File: src/pkg/pae_pkg.sv
// Constants, field layout and types for the PHY addressing and 4B/5B block.
// Assumes a 32-bit Avalon-MM register window with byte addresses.
package pae_pkg;

  //////////////////////////////////////////////////////////////////////////////
  // Register offsets (byte addresses)
  localparam logic [7:0] OFF_BCR [2] = '{8'h00, 8'h08};
  localparam logic [7:0] OFF_SMR [2] = '{8'h04, 8'h0C};
  localparam logic [7:0] OFF_ADDR    = 8'h10;
  localparam logic [7:0] OFF_STAT    = 8'h14;

  //////////////////////////////////////////////////////////////////////////////
  // Field positions and reset values
  localparam int          BCR_SPD_BIT  = 13;
  localparam int          BCR_DPX_BIT  = 8;
  localparam logic [15:0] BCR_RST      = 16'h3100;
  localparam int          PADDR_W      = 5;
  localparam int          ADDR_V_LSB   = 0;
  localparam int          ADDR_P1_LSB  = 8;
  localparam int          ADDR_P2_LSB  = 16;
  localparam int          ADDR_STRAP   = 24;
  localparam int          STAT_ST_LSB  = 0;
  localparam int          STAT_RDY_BIT = 4;
  localparam logic [4:0]  VADDR_BASE   = 5'h00;
  localparam logic [4:0]  PADDR_BASE [2] = '{5'h01, 5'h02};

  //////////////////////////////////////////////////////////////////////////////
  // FIFO entry: {tx_en, tx_er, nibble}
  localparam int FE_W  = 6;
  localparam int FE_EN = 5;
  localparam int FE_ER = 4;

  //////////////////////////////////////////////////////////////////////////////
  // Code-groups
  localparam logic [4:0] CG_DATA [16] = '{
    5'h1E, 5'h09, 5'h14, 5'h15, 5'h0A, 5'h0B, 5'h0E, 5'h0F,
    5'h12, 5'h13, 5'h16, 5'h17, 5'h1A, 5'h1B, 5'h1C, 5'h1D};
  localparam logic [4:0] CG_I = 5'h1F;
  localparam logic [4:0] CG_J = 5'h18;
  localparam logic [4:0] CG_K = 5'h11;
  localparam logic [4:0] CG_T = 5'h0D;
  localparam logic [4:0] CG_R = 5'h07;
  localparam logic [4:0] CG_H = 5'h04;

  typedef enum logic [1:0] {
    ST_IDLE = 2'h0,
    ST_SSD  = 2'h1,
    ST_DATA = 2'h2,
    ST_ESD  = 2'h3
  } pae_state_t;

  typedef enum logic [2:0] {
    SYM_I    = 3'h0,
    SYM_J    = 3'h1,
    SYM_K    = 3'h2,
    SYM_T    = 3'h3,
    SYM_R    = 3'h4,
    SYM_H    = 3'h5,
    SYM_DATA = 3'h6,
    SYM_RAW  = 3'h7
  } pae_sym_t;

endpackage

File: src/core/pae_fifo.sv
// Synchronous FIFO, flip-flop storage, valid/ready on both sides.
// Assumes one clock; in_ready_o is registered and exact.
`timescale 1ns/100ps
`default_nettype none
module pae_fifo #(
  parameter int W = 6,
  parameter int D = 16
) (
  input  wire logic         clk_i,
  input  wire logic         rst_i,
  input  wire logic         in_valid_i,
  output logic              in_ready_o,
  input  wire logic [W-1:0] in_data_i,
  output logic              out_valid_o,
  input  wire logic         out_ready_i,
  output logic [W-1:0]      out_data_o
);
  localparam int AW = $clog2(D);

  generate
    if (W < 1 || D < 2 || (1 << AW) != D) begin : g_bad
      $error("pae_fifo: depth must be a power of two, at least 2");
    end
  endgenerate

  logic [W-1:0]  mem_r [D];
  logic [AW-1:0] wp_r;
  logic [AW-1:0] rp_r;
  logic [AW:0]   cnt_r;
  logic [AW:0]   cnt_nxt;
  logic          push;
  logic          pop;

  assign push        = in_valid_i && in_ready_o;
  assign pop         = out_valid_o && out_ready_i;
  assign out_valid_o = (cnt_r != '0);
  assign out_data_o  = mem_r[rp_r];

  always_comb begin
    cnt_nxt = cnt_r + {{AW{1'b0}}, push} - {{AW{1'b0}}, pop};
  end

  always_ff @(posedge clk_i) begin
    if (push) begin
      mem_r[wp_r] <= in_data_i;
    end
  end

  always_ff @(posedge clk_i or posedge rst_i) begin
    if (rst_i) begin
      wp_r       <= '0;
      rp_r       <= '0;
      cnt_r      <= '0;
      in_ready_o <= 1'b1;
    end else begin
      wp_r       <= wp_r + AW'(push);
      rp_r       <= rp_r + AW'(pop);
      cnt_r      <= cnt_nxt;
      in_ready_o <= (cnt_nxt != (AW+1)'(D));
    end
  end
endmodule
`default_nettype wire

File: src/core/pae_enc.sv
// Symbol selector: maps a symbol kind and nibble to a 5-bit code-group.
// Purely combinational; the caller registers the result.
`timescale 1ns/100ps
`default_nettype none
module pae_enc
  import pae_pkg::*;
(
  input  wire pae_sym_t   kind_i,
  input  wire logic [3:0] nib_i,
  output logic [4:0]      code_o
);
  always_comb begin
    unique case (kind_i)
      SYM_I:    code_o = CG_I;
      SYM_J:    code_o = CG_J;
      SYM_K:    code_o = CG_K;
      SYM_T:    code_o = CG_T;
      SYM_R:    code_o = CG_R;
      SYM_H:    code_o = CG_H;
      SYM_DATA: code_o = CG_DATA[nib_i];
      SYM_RAW:  code_o = {1'b0, nib_i};
    endcase
  end
endmodule
`default_nettype wire

File: src/core/pae_top.sv
// PHY address assignment and 100BASE-TX 4B/5B transmit encoder.
// Assumes MII nibbles arrive synchronous to clk_i, qualified by a strobe,
// and that the downstream scrambler may stall the code-group stream.
//
// Design decisions made here: the Avalon-MM register port and the register offsets.
`timescale 1ns/100ps
`default_nettype none
module pae_top
  import pae_pkg::*;
#(
  parameter int FIFO_DEPTH = 16,
  parameter int ENC_PORT   = 0
) (
  input  wire logic        clk_i,
  input  wire logic        rst_i,
  input  wire logic        strap_addr_sel_i,
  input  wire logic [7:0]  avs_address_i,
  input  wire logic        avs_read_i,
  input  wire logic        avs_write_i,
  input  wire logic [31:0] avs_writedata_i,
  input  wire logic [3:0]  avs_byteenable_i,
  output logic [31:0]      avs_readdata_o,
  output logic             avs_waitrequest_o,
  input  wire logic        mii_tx_valid_i,
  input  wire logic        mii_tx_en_i,
  input  wire logic        mii_tx_er_i,
  input  wire logic [3:0]  mii_txd_i,
  output logic             mii_tx_ready_o,
  output logic [4:0]       cg_o,
  output logic             cg_valid_o,
  input  wire logic        cg_ready_i,
  output logic [4:0]       phy_addr_v_o,
  output logic [4:0]       phy_addr_p1_o,
  output logic [4:0]       phy_addr_p2_o,
  output logic             spd100_o,
  output logic             fdx_o
);

  generate
    if (ENC_PORT < 0 || ENC_PORT > 1) begin : g_bad_port
      $error("pae_top: ENC_PORT must be 0 or 1");
    end
  endgenerate

  //////////////////////////////////////////////////////////////////////////////
  // Functions
  function automatic logic [15:0] be_merge16(input logic [15:0] old,
                                             input logic [31:0] wd,
                                             input logic [3:0]  be);
    logic [15:0] res;
    res = old;
    if (be[0]) res[7:0]  = wd[7:0];
    if (be[1]) res[15:8] = wd[15:8];
    return res;
  endfunction

  function automatic logic is_data_cg(input logic [4:0] cg);
    logic hit;
    hit = 1'b0;
    for (int i = 0; i < 16; i++) begin
      if (cg == CG_DATA[i]) hit = 1'b1;
    end
    return hit;
  endfunction

  //////////////////////////////////////////////////////////////////////////////
  // Declarations
  logic              waitreq_r;
  logic [31:0]       rdata_r;
  logic [31:0]       rd_nxt;
  logic              req;
  logic              wr_en;
  logic              strap_taken_r;
  logic              strap_r;
  logic [4:0]        vaddr_r;
  logic [15:0]       bcr_r  [2];
  logic [4:0]        padr_r [2];
  logic              spd100;
  logic              fdx_r;
  logic              spd_r;
  pae_state_t        st_r;
  pae_state_t        st_nxt;
  pae_sym_t          kind;
  logic              adv;
  logic              pop;
  logic              emit;
  logic [4:0]        enc_code;
  logic              f_vld;
  logic [FE_W-1:0]   f_dat;
  logic              f_en;
  logic              f_er;
  logic [4:0]        cg_r;
  logic              cg_valid_r;

  //////////////////////////////////////////////////////////////////////////////
  // Avalon-MM slave: one wait cycle, then a one-cycle answer
  assign req   = avs_read_i || avs_write_i;
  assign wr_en = avs_write_i && !waitreq_r;

  always_ff @(posedge clk_i or posedge rst_i) begin
    if (rst_i) begin
      waitreq_r <= 1'b1;
    end else if (!waitreq_r) begin
      waitreq_r <= 1'b1;
    end else if (req) begin
      waitreq_r <= 1'b0;
    end
  end

  always_comb begin
    rd_nxt = '0;
    case (avs_address_i)
      OFF_BCR[0]: rd_nxt[15:0] = bcr_r[0];
      OFF_BCR[1]: rd_nxt[15:0] = bcr_r[1];
      OFF_SMR[0]: rd_nxt[PADDR_W-1:0] = padr_r[0];
      OFF_SMR[1]: rd_nxt[PADDR_W-1:0] = padr_r[1];
      OFF_ADDR: begin
        rd_nxt[ADDR_V_LSB +: PADDR_W]  = vaddr_r;
        rd_nxt[ADDR_P1_LSB +: PADDR_W] = padr_r[0];
        rd_nxt[ADDR_P2_LSB +: PADDR_W] = padr_r[1];
        rd_nxt[ADDR_STRAP]             = strap_r;
      end
      OFF_STAT: begin
        rd_nxt[STAT_ST_LSB +: 2] = st_r;
        rd_nxt[STAT_RDY_BIT]     = mii_tx_ready_o;
      end
      default: rd_nxt = '0;
    endcase
  end

  always_ff @(posedge clk_i or posedge rst_i) begin
    if (rst_i) begin
      rdata_r <= '0;
    end else if (req && waitreq_r) begin
      rdata_r <= rd_nxt;
    end
  end

  //////////////////////////////////////////////////////////////////////////////
  // Strap capture and default addresses
  always_ff @(posedge clk_i or posedge rst_i) begin
    if (rst_i) begin
      strap_taken_r <= 1'b0;
      strap_r       <= 1'b0;
    end else if (!strap_taken_r) begin
      strap_taken_r <= 1'b1;
      strap_r       <= strap_addr_sel_i;
    end
  end

  always_ff @(posedge clk_i or posedge rst_i) begin
    if (rst_i) begin
      vaddr_r <= VADDR_BASE;
    end else if (!strap_taken_r) begin
      vaddr_r <= VADDR_BASE + {4'h0, strap_addr_sel_i};
    end
  end

  //////////////////////////////////////////////////////////////////////////////
  // Per-port control and special modes registers
  // Duplicate addresses are not detected; software keeps them apart.
  generate
    for (genvar p = 0; p < 2; p++) begin : g_port
      always_ff @(posedge clk_i or posedge rst_i) begin
        if (rst_i) begin
          bcr_r[p] <= BCR_RST;
        end else if (wr_en && avs_address_i == OFF_BCR[p]) begin
          bcr_r[p] <= be_merge16(bcr_r[p], avs_writedata_i,
                                 avs_byteenable_i);
        end
      end

      always_ff @(posedge clk_i or posedge rst_i) begin
        if (rst_i) begin
          padr_r[p] <= PADDR_BASE[p];
        end else if (!strap_taken_r) begin
          padr_r[p] <= PADDR_BASE[p] + {4'h0, strap_addr_sel_i};
        end else if (wr_en && avs_address_i == OFF_SMR[p]
                     && avs_byteenable_i[0]) begin
          padr_r[p] <= avs_writedata_i[PADDR_W-1:0];
        end
      end
    end
  endgenerate

  assign spd100 = bcr_r[ENC_PORT][BCR_SPD_BIT];

  always_ff @(posedge clk_i or posedge rst_i) begin
    if (rst_i) begin
      spd_r <= BCR_RST[BCR_SPD_BIT];
      fdx_r <= BCR_RST[BCR_DPX_BIT];
    end else begin
      spd_r <= spd100;
      fdx_r <= bcr_r[ENC_PORT][BCR_DPX_BIT];
    end
  end

  //////////////////////////////////////////////////////////////////////////////
  // MII intake FIFO
  pae_fifo #(
    .W (FE_W),
    .D (FIFO_DEPTH)
  ) u_fifo (
    .clk_i       (clk_i),
    .rst_i       (rst_i),
    .in_valid_i  (mii_tx_valid_i),
    .in_ready_o  (mii_tx_ready_o),
    .in_data_i   ({mii_tx_en_i, mii_tx_er_i, mii_txd_i}),
    .out_valid_o (f_vld),
    .out_ready_i (pop),
    .out_data_o  (f_dat)
  );

  assign f_en = f_dat[FE_EN];
  assign f_er = f_dat[FE_ER];

  //////////////////////////////////////////////////////////////////////////////
  // Encoder sequencer
  assign adv = !cg_valid_r || cg_ready_i;

  always_comb begin
    st_nxt = st_r;
    pop    = 1'b0;
    emit   = 1'b0;
    kind   = SYM_I;
    if (adv) begin
      if (!spd100) begin
        // 10 Mbps: nibbles pass through unencoded
        st_nxt = ST_IDLE;
        pop    = f_vld;
        emit   = f_vld && f_en;
        kind   = SYM_RAW;
      end else begin
        unique case (st_r)
          ST_IDLE: begin
            emit = 1'b1;
            pop  = f_vld;
            if (f_vld && f_en) begin
              kind   = SYM_J;
              st_nxt = ST_SSD;
            end
          end
          ST_SSD: begin
            if (f_vld) begin
              pop    = 1'b1;
              emit   = 1'b1;
              kind   = SYM_K;
              st_nxt = ST_DATA;
            end
          end
          ST_DATA: begin
            if (f_vld) begin
              pop  = 1'b1;
              emit = 1'b1;
              if (!f_en) begin
                kind   = SYM_T;
                st_nxt = ST_ESD;
              end else if (f_er) begin
                kind = SYM_H;
              end else begin
                kind = SYM_DATA;
              end
            end
          end
          ST_ESD: begin
            emit   = 1'b1;
            kind   = SYM_R;
            st_nxt = ST_IDLE;
          end
        endcase
      end
    end
  end

  pae_enc u_enc (
    .kind_i (kind),
    .nib_i  (f_dat[3:0]),
    .code_o (enc_code)
  );

  always_ff @(posedge clk_i or posedge rst_i) begin
    if (rst_i) begin
      st_r <= ST_IDLE;
    end else begin
      st_r <= st_nxt;
    end
  end

  always_ff @(posedge clk_i or posedge rst_i) begin
    if (rst_i) begin
      cg_r       <= CG_I;
      cg_valid_r <= 1'b0;
    end else if (adv) begin
      cg_r       <= enc_code;
      cg_valid_r <= emit;
    end
  end

  //////////////////////////////////////////////////////////////////////////////
  // Outputs
  assign avs_readdata_o    = rdata_r;
  assign avs_waitrequest_o = waitreq_r;
  assign cg_o              = cg_r;
  assign cg_valid_o        = cg_valid_r;
  assign phy_addr_v_o      = vaddr_r;
  assign phy_addr_p1_o     = padr_r[0];
  assign phy_addr_p2_o     = padr_r[1];
  assign spd100_o          = spd_r;
  assign fdx_o             = fdx_r;
endmodule
`default_nettype wire

File: config.mk
export PLATFORM = sky130hd
export DESIGN_NAME = pae_top
export DESIGN_NICKNAME = d
export VERILOG_FILES = /design/src/pkg/pae_pkg.sv /design/src/core/pae_fifo.sv /design/src/core/pae_enc.sv /design/src/core/pae_top.sv
export SDC_FILE = /design/constraint.sdc
export NUM_CORES = 1
export LEC_CHECK = 0
export BUFFER_PORTS_ARGS = -buffer_cell sky130_fd_sc_hd__buf_4
export CAP_MARGIN = 20
export CORE_MARGIN = 5
export CORE_UTILIZATION = 58
export CTS_CLUSTER_DIAMETER = 80
export DETAILED_ROUTE_END_ITERATION = 8
export HOLD_SLACK_MARGIN = 0.06
export PLACE_DENSITY = 0.8
export SYNTH_ARGS = -nofsm -noshare
export SYNTH_HDL_FRONTEND = slang
export SYNTH_HIERARCHICAL = 1
export SYNTH_SLANG_ARGS = --single-unit
File: constraint.sdc
create_clock -name clk_i -period 3.9 [get_ports clk_i]
set_input_delay 0.39 -clock clk_i [delete_from_list [all_inputs] [get_ports clk_i]]
set_output_delay 0.39 -clock clk_i [all_outputs]
set_load 0.005 [all_outputs]
==> reports/metrics.cfg, run 1 <==
[die]
design.die.area_mm2 = 0.0170
die_height_um = 131
pin_count = 114
start_util_pct = 58.7
die_width_um = 131
coreArea_mm2 = 0.0144
std_cell_rows = 44

[logic_synthesis]
synth_async_sr_flop_share_pct = 48.7
synthDistinctLibCells = 67
netlist_instances = 583
synth_compound_area_share_pct = 6.87
postSynthAreaPerCell_um2 = 14.5
synthSimpleGateAreaFrac_pct = 9.02
post-synth-top-count-cell = edfxtp_1
synth_xor_xnor_area_share_pct = 0.831
synth.mux.area_fraction_pct = 15.1
synth_area_leader_cell = edfxtp_1
ys_dominant_reg_cell = edfxtp_1
yosys_warnings = 6
most_frequent_cells_after_synthesis = 96 x edfxtp_1, 74 x dfrtp_1, 44 x nand2_1
yosys_register_bits = 187
synthTopCellsByArea = edfxtp_1 34%, dfrtp_1 22%, mux4_2 5.6%
netlist.area_leader.share_pct = 34.2
synth_area_mm2 = 0.00843
synth_adder_area_share_pct = 2.61
yosysSeqAreaShare_pct = 61.5
synth_top_family_by_area = multiplexers
post_synth_edffs = 96

[grt]
antenna_found_initial = 0
first_global_vias = 5194
globalRouteTotalUtil_pct = 21.5
grt_start_max_net_pins = 33
globalRoute.totalOverflow = 0
grt_pass1_wl_um = 27500

[clock_network]
clk_pin_slew_ns = 0.07
cts_buffers = 17
worstSkewPairLatency_ns = 0.43
clock_sink_count = 187
ctsHtreeMaxLevel = 4
cts_tree = done
post_cts_resized = 0
clock-root-buffer = clkbuf_16
clock_path_buffers = 2

[detailed_routing]
drc = 0
first_iter_violations = 474
detail_route.wl_per_cell_um = 20.1
detailroute.via_count = 5125
wl_um = 17400
postRouteAntennaNets = 0
route.detailed.vias_per_inst = 5.93
drtPass1Iterations = 6

[timing]
transition_at_the_pin_with_the_smallest_max_transition_slack_ns = 1.06
rsz0062_at_grt = false
finish_stage_setup_viols = 0
max_slew_headroom_pct = 29.0
report.final.hold_viol_count = 0
final_period_minus_worst_setup_slack_ns = 3.54
timing.final.crit_share_pct = 90.7
final.hold.worst_slack_ns = 0.128
skew_ns = 0.0120
fmax_mhz = 283
maxSlewViolCount = 0
setup_total_negative_slack_ns = 0

[place]
placedCellCount = 831
placer_s_final_routability_congestion_estimate = 0.889
portBuffers = 81
final_hpwl_from_detailed_placement_um = 12200

[critical_path]
cp.required_ns = 4.27
start_kind = register
setup_crit_end_kind = register
worstRegToRegCells = 13
rr_startpoint = u_fifo/rp_r[1]$_DFF_PP0_
crit-reg2reg-capture = cg_o[2]$_DFFE_PP1P_
critPathArrivalTime_ns = 3.91
crit_path_end = cg_o[2]$_DFFE_PP1P_
path_class = reg2reg
worstPathMaxFanout = 13
critical_path.startpoint = u_fifo/rp_r[1]$_DFF_PP0_
timing.reg2reg.setup_slack_ns = 0.36

[run]
maxCapViolCount = 0

[layout]
syn2layout_area_growth_pct = 15.3
finalNonFillerCells = 864
finish.net_count = 741
layout.filler_cells = 975
layout-drive-gt1-share_pct = 30.7
post-route-util_pct = 67.7
diodes = 0

[power]
p_total_uw = 5820
peakVddDrop_mv = 0.578
power_leakage_uw = 0.00404
p_per_area_mw_per_mm2 = 598

[run_status]
outcome = finished, final reports clean

[hold_path]
min_path_type = in2reg

-- state kept, by name, summed over array words and instances (netlist names) --
signal and flops:
u_fifo/in_ready_o 1, strap_r 1, phy_addr_p1_o 5, cg_valid_o 1, avs_readdata_o 22, u_fifo/cnt_r 5, u_fifo/wp_r 4, strap_taken_r 1
avs_waitrequest_o 1, u_fifo/rp_r 4, st_r 2, u_fifo/mem_r 96, bcr_r 32, phy_addr_p2_o 5, cg_o 5, fdx_o 1
spd100_o 1
-- stage by stage --
stage	setup WS, ns	instance area (um^2)
after global routing	0.133	9720
final	0.364	9720
after detailed placement	0.464	9120
after CTS	0.364	9720
after global placement	0.509	9120
after floorplan	0.855	8480
-- worst max-delay path: stages (launching register included) --
cell and delay, ns:
dfrtp_1 0.73, mux4_2 0.42, and2_1 0.18, a211oi_1 0.35, a21oi_1 0.11, nand2_1 0.10
a21oi_1 0.06, or3b_2 0.44, a21oi_1 0.43, nand2b_1 0.22, a21oi_1 0.09, nor3_1 0.21
nand2_1 0.08, nand2_1 0.07
-- layout make-up --
cell class	count	area (um^2)	area share (%)
inverters	21	78.8	0.811
clock inverters	15	164	1.69
clock buffers	17	425	4.38
multi-input cells	350	2960	30.5
flip-flops and latches	187	5180	53.3
well taps	184	230	2.37
repair buffers	90	678	6.98
-- layer usage --
| metal | wire length [um] | vias up | global-route usage [%] |
|---|---|---|---|
| met5 | 0 | - | 0 |
| met4 | 392 | 0 | 8.11 |
| met3 | 1260 | 27 | 5.33 |
| met2 | 9020 | 196 | 37.2 |
| met1 | 6720 | 2571 | 26.3 |
| li1 | - | 2331 | - |
-- repair_timing --
item                       4_1_cts  5_1_grt
buffers inserted                 0        0
hold buffers                     1        0
hold endpoints to repair        29        0
setup endpoints to repair        0        0
-- kinds of logic after synthesis --
logic type,Yosys count
adders and majority gates,17
other,2
muxes,89
and+or+nand+nor,138
DFF,187
AOI/OAI and AO/OA,83
xor gates and xnor gates,8
buffers and inverters,59
-- worst min-delay path by stage --
stage,start,depth (start not counted),endpoint
after global placement,bcr_r[24]$_DFFE_PP1P_,0,fdx_o$_DFF_PP1_
after detailed placement,bcr_r[24]$_DFFE_PP1P_,0,fdx_o$_DFF_PP1_
final,strap_addr_sel_i,2,phy_addr_p1_o[0]$_DFFE_PP1P_
after CTS,strap_addr_sel_i,2,phy_addr_p1_o[0]$_DFFE_PP1P_
after floorplan,rst_i,1,u_fifo/cnt_r[0]$_DFF_PP0_
after global routing,strap_addr_sel_i,2,phy_addr_p1_o[0]$_DFFE_PP1P_
-- report_power, final --
group,internal (uW),switching [uW]
Combinational,753,861
Sequential,2330,198
Clock,864,813
Total,3950,1870
-- layout by cell type (no fill, tap or decap), types with 18 or more instances in the layout --
master / Yosys / final
nand2_1: 44 / 44
inv_1: 21 / 20
nor2_1: 20 / 20
mux4_2: 21 / 21
a21oi_1: 18 / 18
mux2i_1: 30 / 30
mux2_2: 27 / 27
dfrtp_1: 74 / 74
buf_4: 16 / 89
edfxtp_1: 96 / 96
(Power assumes the default switching activity.)
==> inputs of run 2 (changes only) <==
Settings changed: CORE_UTILIZATION 58 to 60, CTS_BUF_LIST from default to sky130_fd_sc_hd__clkbuf_2, PLACE_DENSITY 0.8 to 0.83.
==> reports/metrics.cfg, run 2 (same netlist as run 1, synthesis figures left out) <==
[grt]
groute.layer.met3.usage_pct = 5.15  ; was 5.33%
globalRoute.totalOverflow = 0  ; unchanged
grt.busiest_layer = met2  ; unchanged
met1_usage_pct = 27.4  ; was 26.3%
antenna_found_initial = 0  ; unchanged
groute.layer.met2.usage_pct = 39.9  ; was 37.2%
first_global_vias = 5404  ; was 5194
grt_start_max_net_pins = 49  ; was 33
globalRouteTotalUtil_pct = 22.6  ; was 21.5%
grt_pass1_wl_um = 28300  ; was 27500 um

[clock_network]
post_cts_resized = 0  ; unchanged
clock-root-buffer = clkbuf_2  ; was clkbuf_16
clk_pin_slew_ns = 0.25  ; was 0.07 ns
clock_sink_count = 187  ; unchanged
ctsHtreeMaxLevel = 4  ; unchanged
worstSkewPairLatency_ns = 0.75  ; was 0.43 ns
clock_path_buffers = 2  ; unchanged
cts_buffers = 17  ; unchanged
cts_tree = done  ; unchanged

[layout]
regMostFlops = u_fifo/mem_r  ; unchanged
finish.net_count = 773  ; was 741
layout.cells.most_common_list = 96 x edfxtp_1, 86 x buf_4, 74 x dfrtp_1  ; was 96 x edfxtp_1, 89 x buf_4, 74 x dfrtp_1
syn2layout_area_growth_pct = 15.2  ; was 15.3%
diodes = 0  ; unchanged
finalNonFillerCells = 892  ; was 864
largest_register_ffs = 96  ; unchanged
layout-drive-gt1-share_pct = 29.1  ; was 30.7%
most_common_library_cell_in_the_layout_ignoring_fill_and_taps = edfxtp_1  ; unchanged
layout.filler_cells = 887  ; was 975

[die]
pin_count = 114  ; unchanged
design.die.area_mm2 = 0.0165  ; was 0.0170 mm^2
start_util_pct = 61.0  ; was 58.7%
die_width_um = 129  ; was 131 um
std_cell_rows = 43  ; was 44
die_height_um = 129  ; was 131 um
coreArea_mm2 = 0.0138  ; was 0.0144 mm^2

[timing]
final_period_minus_worst_setup_slack_ns = 3.55  ; was 3.54 ns
max_slew_headroom_pct = 33.1  ; was 29.0%
maxSlewViolCount = 0  ; unchanged
setup_total_negative_slack_ns = 0  ; unchanged
fmax_mhz = 282  ; was 283 MHz
rsz0062_at_grt = false  ; unchanged
transition_at_the_pin_with_the_smallest_max_transition_slack_ns = 0.996  ; was 1.06 ns
report.final.hold_viol_count = 0  ; unchanged
skew_ns = 0.0353  ; was 0.0120 ns
finish_stage_setup_viols = 0  ; unchanged
timing.final.crit_share_pct = 91.0  ; was 90.7%

[power]
power_leakage_uw = 0.00402  ; was 0.00404 uW
clkPwrFrac_pct = 18.4  ; was 28.8%
sequential_share_of_power_pct = 49.7  ; was 43.4%
power.net_switching_uw = 1690  ; was 1870 uW
peakVddDrop_mv = 0.524  ; was 0.578 mV
power.internal_uw = 3400  ; was 3950 uW
comb_power_share_pct = 32.0  ; was 27.7%
p_per_area_mw_per_mm2 = 524  ; was 598 mW/mm^2
p_sw_share_pct = 33.2  ; was 32.2%

[detailed_routing]
route.detailed.vias_per_inst = 5.95  ; was 5.93
first_iter_violations = 475  ; was 474
drc = 0  ; unchanged
drtPass1Iterations = 5  ; was 6
postRouteAntennaNets = 0  ; unchanged
wl_um = 18000  ; was 17400 um
detailroute.via_count = 5307  ; was 5125
detail_route.wl_per_cell_um = 20.2  ; was 20.1 um

[place]
portBuffers = 81  ; unchanged
placedCellCount = 825  ; was 831
placer_s_final_routability_congestion_estimate = 0.896  ; was 0.889
final_hpwl_from_detailed_placement_um = 12200  ; about the same

[hold_path]
min_path_type = in2reg  ; unchanged

[critical_path]
worstPathMaxFanout = 17  ; was 13
critPathArrivalTime_ns = 4.24  ; was 3.91 ns
path_class = reg2reg  ; unchanged
cp.required_ns = 4.59  ; was 4.27 ns
start_kind = register  ; unchanged
setup_crit_end_kind = register  ; unchanged

[run]
maxCapViolCount = 0  ; unchanged

[run_status]
outcome = finished, final reports clean  ; unchanged

[run 2: final timing paths]
kind | startpoint | end | slack, ns | cells after the start
hold / removal | avs_read_i | avs_readdata_o[4]$_DFFE_PP0P_ | 0.14 | 4
max in group asynchronous | rst_i | cg_o[1]$_DFFE_PP1P_ | 3.03 | 4
setup reg to reg | u_fifo/rp_r[0]$_DFF_PP0_ | cg_o[2]$_DFFE_PP1P_ | 0.35 | 13
setup / recovery | u_fifo/rp_r[0]$_DFF_PP0_ | cg_o[2]$_DFFE_PP1P_ | 0.35 | 13
min in group asynchronous | rst_i | strap_r$_DFFE_PP0N_ | 0.15 | 3
hold reg to reg | bcr_r[24]$_DFFE_PP1P_ | fdx_o$_DFF_PP1_ | 0.40 | 0
[run 2: final cells by class]
cell class | instances | area, um^2 | share of cell area [%]
flip-flops and latches | 187 | 5180 | 53.3
well taps | 180 | 225 | 2.32
multi-input cells | 350 | 2960 | 30.5
repair buffers | 122 | 1030 | 10.6
clock inverters | 14 | 148 | 1.52
clock buffers | 18 | 90.1 | 0.928
inverters | 21 | 78.8 | 0.812
[run 2: per-layer routing]
| metal | up-vias | part of all wire (%) |
|---|---|---|
| li1 | 2377 | - |
| met1 | 2652 | 38 |
| met2 | 248 | 52 |
| met3 | 30 | 7.8 |
| met4 | 0 | 1.9 |
| met5 | - | 0 |
[run 2: power by group through the flow]
stage          sequential [uW]  combinational [uW]  clock (uW)
6_report                  2530                1630         934
5_1_grt                   2550                1790        1040
4_1_cts                   2530                1620         953
3_5_place_dp              2560                1580           0
3_3_place_gp              2540                1510           0
2_1_floorplan             2460                1250           0
[run 2: metrics by stage]
step / cell area, um^2 / setup slack [ns] / hold WS (ns) / power [uW] / utilization, %
5_1_grt: 9710 / 0.0827 / 0.0829 / 5390 / 70.2
6_report: 9710 / 0.352 / 0.138 / 5090 / 70.2
3_5_place_dp: 9110 / 0.400 / 0.373 / 4150 / 65.9
3_3_place_gp: 9110 / 0.435 / 0.366 / 4060 / 65.9
4_1_cts: 9690 / 0.356 / 0.0603 / 5090 / 70.1
2_1_floorplan: 8480 / 0.855 / 0.279 / 3720 / -
[run 2: repair_timing]
| item | CTS | global route |
|---|---|---|
| buffers inserted | 0 | 0 |
| endpoints found under the hold margin | 199 | 0 |
| hold buffers | 34 | 0 |
[run 2: worst max-delay path, cell delays in order (launching register included)]
cell      delay [ns]
dfrtp_1         0.65
buf_12          0.24
mux4_2          0.53
a211oi_1        0.34
a21oi_1         0.10
nand2_1         0.09
a21oi_1         0.06
or3b_2          0.45
a21oi_1         0.45
nand2_1         0.21
nor3b_1         0.22
nor3_1          0.07
nand2_1         0.06
nand2_1         0.05
